File: src/axis_io_regs.vh
// Register offsets, field positions, reset values and timing counts for the axis input block
`ifndef AXIS_IO_REGS_VH
`define AXIS_IO_REGS_VH

// Register word addresses (8-bit address port)
`define ADDR_LIM_EN      8'h00
`define ADDR_LIM_POL     8'h04
`define ADDR_LIM_CFG     8'h08
`define ADDR_LIM_STAT    8'h0c
`define ADDR_LIM_EVT     8'h10
`define ADDR_ENC_POL     8'h14
`define ADDR_ENC_QUAL    8'h18
`define ADDR_ENC_FILT    8'h1c
`define ADDR_REF_ARM     8'h20
`define ADDR_REF_STAT    8'h24
`define ADDR_ENC_CNT0    8'h40
`define ADDR_ENC_CAP0    8'h50

// Field layout of limit registers: per axis, bit 0 fwd, bit 1 rev, bit 2 home
`define LIM_FWD          0
`define LIM_REV          1
`define LIM_HOME         2
`define LIM_BITS         3

// Limit config field
`define CFG_FILT_BYPASS  0

// Reset values
`define LIM_EN_RST       12'h000
`define LIM_POL_RST      12'hfff
`define LIM_CFG_RST      1'h0
`define ENC_POL_RST      12'h000
`define ENC_QUAL_RST     8'h00
`define ENC_FILT_RST     4'h3

// Limit filter time and derived cycle count at 125 MHz
`define LIM_FILT_US      1000
`define CLK_MHZ          125
`define LIM_FILT_CYC     (`LIM_FILT_US * `CLK_MHZ)

`endif

File: src/quad_channel.v
// One quadrature channel: noise filters, polarity, x4 decode, 32-bit count, index capture
`include "axis_io_regs.vh"

module quad_channel (
    input  wire        clk_i,
    input  wire        rst_i,
    input  wire        pha_i,
    input  wire        phb_i,
    input  wire        idx_i,
    input  wire [2:0]  pol_i,
    input  wire [1:0]  qual_i,
    input  wire [3:0]  filt_i,
    input  wire        arm_i,
    output reg  [31:0] count_o,
    output reg  [31:0] cap_o,
    output reg         found_o
);

    reg  [2:0]  raw_q;
    reg  [2:0]  flt_q;
    reg  [3:0]  run_q [0:2];
    reg         a_prev_q;
    reg         b_prev_q;
    reg         z_prev_q;
    wire [2:0]  in_w;
    wire        a_w;
    wire        b_w;
    wire        z_w;
    wire        idx_rise_w;
    integer     k;

    assign in_w = {idx_i, phb_i, pha_i} ^ pol_i;
    assign a_w  = flt_q[0];
    assign b_w  = flt_q[1];
    assign z_w  = flt_q[2];

    ////////////////////////////////////////////////////////////////////////////
    // Noise filter: a level is taken after filt_i + 1 equal samples
    always @(posedge clk_i) begin
        if (rst_i) begin
            raw_q <= 3'h0;
            flt_q <= 3'h0;
            for (k = 0; k < 3; k = k + 1) begin
                run_q[k] <= 4'h0;
            end
        end else begin
            raw_q <= in_w;
            for (k = 0; k < 3; k = k + 1) begin
                if (raw_q[k] == flt_q[k]) begin
                    run_q[k] <= 4'h0;
                end else if (run_q[k] >= filt_i) begin
                    run_q[k] <= 4'h0;
                    flt_q[k] <= raw_q[k];
                end else begin
                    run_q[k] <= run_q[k] + 4'h1;
                end
            end
        end
    end

    // Qualified index: rising index with A/B at the selected state
    assign idx_rise_w = z_w && !z_prev_q && ({b_w, a_w} == qual_i);

    ////////////////////////////////////////////////////////////////////////////
    // x4 decode, wrapping counter, index capture
    always @(posedge clk_i) begin
        if (rst_i) begin
            a_prev_q <= 1'b0;
            b_prev_q <= 1'b0;
            z_prev_q <= 1'b0;
            count_o  <= 32'h0000_0000;
            cap_o    <= 32'h0000_0000;
            found_o  <= 1'b0;
        end else begin
            a_prev_q <= a_w;
            b_prev_q <= b_w;
            z_prev_q <= z_w;
            // Counts even when no axis loop uses the channel
            if ((a_w != a_prev_q) && (b_w != b_prev_q)) begin
                count_o <= count_o;
            end else if ((a_w != a_prev_q) || (b_w != b_prev_q)) begin
                // A leading B counts up, B leading A counts down
                if ((a_w ^ b_prev_q) == 1'b1) begin
                    count_o <= count_o + 32'h0000_0001;
                end else begin
                    count_o <= count_o - 32'h0000_0001;
                end
            end
            // Capture the count standing at the index edge
            if (arm_i && idx_rise_w) begin
                cap_o   <= count_o;
                found_o <= 1'b1;
            end else if (!arm_i) begin
                found_o <= 1'b0;
            end
        end
    end

endmodule

File: src/limit_home_quadrature_inputs.v
// Limit/home switch conditioning, axis halt/inhibit and four quadrature counters
//
// Notes on behaviour
// - Software enables each axis forward, reverse and home input any time.
// - An enabled input going active halts its axis at once, full torque.
// - Active enabled forward/reverse limit blocks new motion that way.
// - Limit/home inputs need 1 ms stable unless filter bypass is set.
// - Short limit pulse halts only with filter bypass set; later moves not blocked once inactive.
// - Each limit/home input has software active-low or active-high level.
// - Status of all limit/home inputs always readable; disabled ones too.
// - Four encoder channels, each with phase A, phase B and index.
// - Each channel holds a 32-bit up/down count, one per valid edge.
// - Leading phase sets direction; four counts per encoder line.
// - Qualified index in armed search latches the count at that edge.
// - Default index qualifies at high level with A and B both low.
// - Software picks the A/B index pattern and A, B, index polarity.
// - Phase and index inputs are digitally filtered, filter configurable.
// - A channel no loop uses still counts normally.
`include "axis_io_regs.vh"

module limit_home_quadrature_inputs #(
    parameter [17:0] LIM_FILT_CYC = `LIM_FILT_CYC
) (
    input  wire        clk_i,
    input  wire        rst_i,
    input  wire [7:0]  addr_i,
    input  wire [31:0] wdata_i,
    input  wire        wr_i,
    input  wire        rd_i,
    output reg  [31:0] rdata_o,
    input  wire [3:0]  fwd_lim_i,
    input  wire [3:0]  rev_lim_i,
    input  wire [3:0]  home_i,
    input  wire [3:0]  pha_i,
    input  wire [3:0]  phb_i,
    input  wire [3:0]  idx_i,
    input  wire [3:0]  move_pos_req_i,
    input  wire [3:0]  move_neg_req_i,
    output reg  [3:0]  halt_o,
    output reg  [3:0]  move_pos_ok_o,
    output reg  [3:0]  move_neg_ok_o
);

    ////////////////////////////////////////////////////////////////////////////
    // Registers and wires
    reg  [11:0] lim_en_q;
    reg  [11:0] lim_pol_q;
    reg         bypass_q;
    reg  [11:0] lim_raw_q;
    reg  [11:0] lim_flt_q;
    reg  [11:0] lim_prev_q;
    reg  [11:0] lim_evt_q;
    reg  [17:0] lim_cnt_q [0:11];
    reg  [11:0] enc_pol_q;
    reg  [7:0]  enc_qual_q;
    reg  [3:0]  enc_filt_q;
    reg  [3:0]  ref_arm_q;
    wire [11:0] lim_in_w;
    wire [11:0] lim_act_w;
    wire [11:0] lim_rise_w;
    wire [31:0] cnt_w [0:3];
    wire [31:0] cap_w [0:3];
    wire [3:0]  found_w;
    reg  [31:0] rd_d;
    integer     i;
    integer     j;
    genvar      g;

    // Field selectors sized for the index helper
    localparam [1:0] FLD_FWD = `LIM_FWD;
    localparam [1:0] FLD_REV = `LIM_REV;

    // Block match helper: address in the 16-byte block of a given register base
    function in_block;
        input [7:0] a;
        input [7:0] base;
        begin
            in_block = (a[7:4] == base[7:4]);
        end
    endfunction

    // Per-axis packed index: axis n, field f
    function [3:0] lim_bit;
        input [1:0] axis;
        input [1:0] field;
        begin
            lim_bit = (axis * 4'h3) + {2'b00, field};
        end
    endfunction

    ////////////////////////////////////////////////////////////////////////////
    // Pin packing and polarity: pol bit 1 means active high
    generate
        for (g = 0; g < 4; g = g + 1) begin : pack
            assign lim_in_w[g*3 + `LIM_FWD]  = fwd_lim_i[g];
            assign lim_in_w[g*3 + `LIM_REV]  = rev_lim_i[g];
            assign lim_in_w[g*3 + `LIM_HOME] = home_i[g];
        end
    endgenerate

    // Active level after polarity, filtered or bypassed
    assign lim_act_w  = bypass_q ? lim_raw_q : lim_flt_q;
    assign lim_rise_w = lim_act_w & ~lim_prev_q & lim_en_q;

    ////////////////////////////////////////////////////////////////////////////
    // Limit/home filter: output follows input after LIM_FILT_CYC stable cycles
    always @(posedge clk_i) begin
        if (rst_i) begin
            lim_raw_q <= 12'h000;
            lim_flt_q <= 12'h000;
            for (i = 0; i < 12; i = i + 1) begin
                lim_cnt_q[i] <= 18'h00000;
            end
        end else begin
            lim_raw_q <= ~(lim_in_w ^ lim_pol_q);
            for (i = 0; i < 12; i = i + 1) begin
                if (lim_raw_q[i] == lim_flt_q[i]) begin
                    lim_cnt_q[i] <= 18'h00000;
                end else if (lim_cnt_q[i] >= LIM_FILT_CYC - 18'h00001) begin
                    lim_cnt_q[i] <= 18'h00000;
                    lim_flt_q[i] <= lim_raw_q[i];
                end else begin
                    lim_cnt_q[i] <= lim_cnt_q[i] + 18'h00001;
                end
            end
        end
    end

    ////////////////////////////////////////////////////////////////////////////
    // Halt pulse and direction permits
    always @(posedge clk_i) begin
        if (rst_i) begin
            lim_prev_q    <= 12'h000;
            halt_o        <= 4'h0;
            move_pos_ok_o <= 4'h0;
            move_neg_ok_o <= 4'h0;
        end else begin
            lim_prev_q <= lim_act_w;
            for (j = 0; j < 4; j = j + 1) begin
                // Any enabled input going active halts, even a short pulse when the filter is bypassed
                halt_o[j] <= |lim_rise_w[j*3 +: 3];
                // Permit follows the live level, so a cleared pulse blocks nothing
                move_pos_ok_o[j] <= move_pos_req_i[j] &
                    ~(lim_act_w[lim_bit(j[1:0], FLD_FWD)] &
                      lim_en_q[lim_bit(j[1:0], FLD_FWD)]);
                move_neg_ok_o[j] <= move_neg_req_i[j] &
                    ~(lim_act_w[lim_bit(j[1:0], FLD_REV)] &
                      lim_en_q[lim_bit(j[1:0], FLD_REV)]);
            end
        end
    end

    ////////////////////////////////////////////////////////////////////////////
    // Encoder channels
    generate
        for (g = 0; g < 4; g = g + 1) begin : enc
            quad_channel u_chan (
                .clk_i   (clk_i),
                .rst_i   (rst_i),
                .pha_i   (pha_i[g]),
                .phb_i   (phb_i[g]),
                .idx_i   (idx_i[g]),
                .pol_i   (enc_pol_q[g*3 +: 3]),
                .qual_i  (enc_qual_q[g*2 +: 2]),
                .filt_i  (enc_filt_q),
                .arm_i   (ref_arm_q[g]),
                .count_o (cnt_w[g]),
                .cap_o   (cap_w[g]),
                .found_o (found_w[g])
            );
        end
    endgenerate

    ////////////////////////////////////////////////////////////////////////////
    // Register writes; the event bits clear by writing one, set wins
    always @(posedge clk_i) begin
        if (rst_i) begin
            lim_en_q   <= `LIM_EN_RST;
            lim_pol_q  <= `LIM_POL_RST;
            bypass_q   <= `LIM_CFG_RST;
            enc_pol_q  <= `ENC_POL_RST;
            enc_qual_q <= `ENC_QUAL_RST;
            enc_filt_q <= `ENC_FILT_RST;
            ref_arm_q  <= 4'h0;
            lim_evt_q  <= 12'h000;
        end else begin
            if (wr_i && addr_i == `ADDR_LIM_EVT) begin
                lim_evt_q <= (lim_evt_q & ~wdata_i[11:0]) | lim_rise_w;
            end else begin
                lim_evt_q <= lim_evt_q | lim_rise_w;
            end
            if (wr_i) begin
                if (addr_i == `ADDR_LIM_EN) begin
                    lim_en_q <= wdata_i[11:0];
                end else if (addr_i == `ADDR_LIM_POL) begin
                    lim_pol_q <= wdata_i[11:0];
                end else if (addr_i == `ADDR_LIM_CFG) begin
                    bypass_q <= wdata_i[`CFG_FILT_BYPASS];
                end else if (addr_i == `ADDR_ENC_POL) begin
                    enc_pol_q <= wdata_i[11:0];
                end else if (addr_i == `ADDR_ENC_QUAL) begin
                    enc_qual_q <= wdata_i[7:0];
                end else if (addr_i == `ADDR_ENC_FILT) begin
                    enc_filt_q <= wdata_i[3:0];
                end else if (addr_i == `ADDR_REF_ARM) begin
                    ref_arm_q <= wdata_i[3:0];
                end
            end
        end
    end

    ////////////////////////////////////////////////////////////////////////////
    // Read mux
    always @* begin
        rd_d = 32'h0000_0000;
        if (addr_i == `ADDR_LIM_EN) begin
            rd_d = {20'h00000, lim_en_q};
        end else if (addr_i == `ADDR_LIM_POL) begin
            rd_d = {20'h00000, lim_pol_q};
        end else if (addr_i == `ADDR_LIM_CFG) begin
            rd_d = {31'h0000_0000, bypass_q};
        end else if (addr_i == `ADDR_LIM_STAT) begin
            rd_d = {20'h00000, lim_act_w};
        end else if (addr_i == `ADDR_LIM_EVT) begin
            rd_d = {20'h00000, lim_evt_q};
        end else if (addr_i == `ADDR_ENC_POL) begin
            rd_d = {20'h00000, enc_pol_q};
        end else if (addr_i == `ADDR_ENC_QUAL) begin
            rd_d = {24'h000000, enc_qual_q};
        end else if (addr_i == `ADDR_ENC_FILT) begin
            rd_d = {28'h0000000, enc_filt_q};
        end else if (addr_i == `ADDR_REF_ARM) begin
            rd_d = {28'h0000000, ref_arm_q};
        end else if (addr_i == `ADDR_REF_STAT) begin
            rd_d = {28'h0000000, found_w};
        end else if (in_block(addr_i, `ADDR_ENC_CNT0) && addr_i[1:0] == 2'b00) begin
            rd_d = cnt_w[addr_i[3:2]];
        end else if (in_block(addr_i, `ADDR_ENC_CAP0) && addr_i[1:0] == 2'b00) begin
            rd_d = cap_w[addr_i[3:2]];
        end
    end

    // Read data registered; stands only the cycle after the strobe
    always @(posedge clk_i) begin
        if (rst_i) begin
            rdata_o <= 32'h0000_0000;
        end else if (rd_i) begin
            rdata_o <= rd_d;
        end else begin
            rdata_o <= 32'h0000_0000;
        end
    end

endmodule

File: config.mk
export PLATFORM = sky130hd
export DESIGN_NAME = limit_home_quadrature_inputs
export DESIGN_NICKNAME = d
export VERILOG_FILES = /design/src/quad_channel.v /design/src/limit_home_quadrature_inputs.v
export VERILOG_INCLUDE_DIRS = /design/src
export SDC_FILE = /design/constraint.sdc
export NUM_CORES = 2
export LEC_CHECK = 0
export BUFFER_PORTS_ARGS = -buffer_cell sky130_fd_sc_hd__buf_2
export CORE_MARGIN = 10
export CORE_UTILIZATION = 55
export CTS_BUF_LIST = sky130_fd_sc_hd__clkbuf_2 sky130_fd_sc_hd__clkbuf_4 sky130_fd_sc_hd__clkbuf_8
export CTS_CLUSTER_SIZE = 20
export DETAILED_ROUTE_END_ITERATION = 7
export GPL_TIMING_DRIVEN = 0
export PLACE_DENSITY = 0.74
export RECOVER_POWER = 50
export SLEW_MARGIN = 40
export SYNTH_ARGS = -nofsm -noshare
export SYNTH_HDL_FRONTEND = slang
export SYNTH_SLANG_ARGS = --single-unit
File: constraint.sdc
create_clock -name clk_i -period 6.5 [get_ports clk_i]
set_input_delay 0.975 -clock clk_i [delete_from_list [all_inputs] [get_ports clk_i]]
set_output_delay 0.975 -clock clk_i [all_outputs]
set_load 0.05 [all_outputs]
==> flow_metrics.tcl <==
set metrics [dict create \
    globalplace.congestion 0.954 \
    routed_vias 31329 \
    post_route_cells_drive_above_1_share_pct 8.36 \
    wire_length_of_the_first_global_routing_pass_um 162000 \
    critPathCaptureType "flop" \
    netlist_area_um2 37600 \
    power_leakage_nw 17.0 \
    post_layout_nonfiller_instances 5529 \
    row_count 95 \
    postSynthAreaPerCell_um2 9.28 \
    detailed_place_hpwl_um 77500 \
    area_of_combinational_cells_with_multiple_inputs_um2 21000 \
    post_cts.resized_instances 0 \
    period_utilization_pct 71.8 \
    netlist.area_leader.share_pct 23.5 \
    synth_enable_flop_cells 264 \
    synth_seq_cells 705 \
    slew_violations 0 \
    dr.max_layer_used "met4" \
    regArea_um2 16800 \
    detailed_routed_wire_length_on_met3_um 8840 \
    fmax_achieved_ghz 0.214 \
    grt.overflow.total 0 \
    floorplan.core_area_um2 67500 \
    critical_path_class "reg2reg" \
    numClockSinks 705 \
    critPathLaunchType "flop" \
    cts_setup_buffers 0 \
    final_period_minus_worst_setup_slack_ns 4.67 \
    io_buffers 94 \
    crit_fanout 31 \
    final_core_util_pct 63.7 \
    route.detailed.drc 0 \
    crit_arrival_ns 5.25 \
    grt_usage_pct 26.0 \
    post_synth_num_cell_types 85 \
    final-setup-viol-count 0 \
    synthArstFlopShare_pct 0 \
    ctsHtreeMaxLevel 3 \
    cts-buffers-inserted 118 \
    synth_top_area_cell "dfxtp_1" \
    total_power_density_per_cell_area_nw_per_um2 327 \
    grt_antenna_before_repair 3 \
    yosys_most_used_dff "dfxtp_1" \
    drt-met1-wl_um 43000 \
    ys_warn_count 0 \
    floorplan.initialDensity_pct 55.7 \
    critPathMaxStageDelay_ns 0.66 \
    clk_pin_slew_worst_paths_ns 0.07 \
    drtAntennaViolNets 0 \
    grt_start_max_net_pins 32 \
    layout.filler_cells 5655 \
    post_cts_hold_buffers 0 \
    rsz_0062_raised_after_global_routing "false" \
    die_width_um 282 \
    cts_tree "done" \
    drt_first_pass_iters 6 \
    drt-wirelength-per-cell_um 18.9 \
    finalPower_w 0.0141 \
    detail_route.iter0.violations 2684 \
    finalNetCount 4820 \
    fp.dieArea_um2 79300 \
    vias_per_cell 5.67 \
    dp_cells 5301 \
    route.met2.wl_um 47000 \
    clk_root_buffer_cell "clkbuf_8" \
    clk-insertion-delay-late_ns 0.75 \
    drt_wl_total_um 105000 \
    worst_path_max_delay_cell "nor4_1" \
    die_y_um 282 \
    slew-limit-headroom_pct 27.1 \
    first_global_vias 30069 \
    ios 120 \
    hold_class "reg2reg" \
    crit_required_ns 7.08 \
    synth-seq-area-share_pct 44.5 \
    number_of_buffers_on_the_longest_clock_path 3 \
    run_status "finished, final reports clean" \
    area_growth_pct 14.3 \
    synth.top_cells.by_area "dfxtp_1, edfxtp_1, ha_1, nand2_1, nor2_1" \
    power.ir.vdd_worst_mv 0.313 \
    cp_cell_sequence "xor2_1 -> inv_2 -> ha_1 -> a211oi_1 -> o21ai_1 -> a31oi_1 -> nor4_1 -> nor4_1 -> a31oi_1 -> a311oi_1 -> mux2i_1 -> xnor2_1 -> nor2_1" \
    clock_skew_ns 0.0424 \
    timing.setup.tns_ns 0 \
    synthCells 4054 \
    final_hold_violations 0 \
    timing.max_cap.violations 0 \
    worst_slew_pin_tran_ns 1.09 \
]
[state kept, by name, summed over array words and instances, names as in the netlist, 8 cells and up]
register	flops
enc.u_chan.cap_o	128
enc.u_chan.count_o	128
enc.u_chan.flt_q	12
enc.u_chan.raw_q	12
enc.u_chan.run_q	48
enc_pol_q	12
enc_qual_q	8
lim_cnt_q	216
lim_en_q	12
lim_evt_q	12
lim_flt_q	12
lim_pol_q	12
lim_prev_q	12
lim_raw_q	12
rdata_o	32
[cells in the mapped netlist (all sizes together) (31+ instances only)]
cell and number:
edfxtp 264, nor2 555, nor3 35, inv 68
dfxtp 441, a211oi 34, a21oi 369, mux4 64
nand2 634, and2 31, ha 192, mux2i 95
xnor2 198, o21ai 64, nand3 149, xor2 154
and3 74, a21o 84, clkbuf 153
[worst max-delay path: cells and delay by family, from the launching register on]
kind	cells	cell delay, ns
buf+inv	1	0.40
fa+ha+maj	1	0.41
mux	1	0.29
xor+xnor	2	0.58
simple gates	3	0.80
flops	1	0.45
compound gates	5	1.57
[kinds of logic after synthesis]
family / share of synthesized area [%]
xor gates and xnor gates: 8.19
other: 0.0200
AOI/OAI and AO/OA: 12.7
and+or+nand+nor: 18.9
buffers and inverters: 2.40
DFF: 44.5
muxes: 6.63
adders and majority gates: 6.60
[path summary, 6_finish.rpt]
kind | from | to | slack [ns] | cells after the start
setup / recovery | enc[2].u_chan.flt_q[0] | enc[2].u_chan.count_o[31] | 1.83 | 13
hold / removal | enc[3].u_chan.cap_o[3] | enc[3].u_chan.cap_o[3] | 0.46 | 2
setup reg to reg | enc[2].u_chan.flt_q[0] | enc[2].u_chan.count_o[31] | 1.83 | 13
hold reg to reg | enc[3].u_chan.cap_o[3] | enc[3].u_chan.cap_o[3] | 0.46 | 2
[routing by layer]
| layer | GRT usage [%] | up-vias |
|---|---|---|
| met5 | 0 | - |
| met4 | 14.1 | 0 |
| met3 | 4.98 | 266 |
| met2 | 41.5 | 1173 |
| met1 | 32.8 | 14825 |
| li1 | - | 15065 |
[layout by cell type, fill, tap and decap left out, types with 33 or more instances in the layout]
master / synthesis / final
nor2_1: 555 / 555
a211oi_1: 33 / 33
a21oi_1: 368 / 368
mux4_2: 64 / 64
buf_2: 2 / 57
nand2_1: 634 / 634
edfxtp_1: 264 / 264
clkbuf_1: 153 / 196
inv_1: 68 / 66
clkbuf_4: 0 / 34
xnor2_1: 198 / 196
ha_1: 192 / 192
xor2_1: 154 / 154
nand3_1: 149 / 149
clkbuf_8: 0 / 149
nor3_1: 34 / 34
dfxtp_1: 441 / 441
o21ai_0: 49 / 49
a21o_1: 84 / 84
and3_1: 74 / 74
mux2i_1: 95 / 95
conb_1: 2 / 276
[final cells by class]
| cell class | count | area share, % |
|---|---|---|
| Tap cell | 873 | 2.54 |
| Antenna cell | 4 | 0.0233 |
| Multi-Input combinational cell | 3383 | 48.9 |
| Inverter | 68 | 0.593 |
| Buffer | 172 | 1.53 |
| Clock buffer | 183 | 5.36 |
| Sequential cell | 705 | 39.0 |
| Clock inverter | 41 | 1.04 |
| Timing Repair Buffer | 100 | 1.08 |
[stage by stage]
stage / instance area (um^2) / hold WS [ns] / setup WS [ns]
finish: 43000 / 0.455 / 1.83
global route: 43000 / 0.452 / 1.48
CTS: 43100 / 0.420 / 1.95
detailed placement: 40300 / 0.446 / 1.97
global placement: 40200 / 0.439 / 0.491
floorplan: 38700 / 0.433 / 1.98
[power breakdown]
part | internal [W] | total [W] | switching, W
sequential | 0.00489 | 0.00538 | 0.000484
clock | 0.00262 | 0.00452 | 0.00190
combinational | 0.00187 | 0.00417 | 0.00230
total | 0.00939 | 0.0141 | 0.00468
Note: power is estimated with default switching activity, not from simulation.
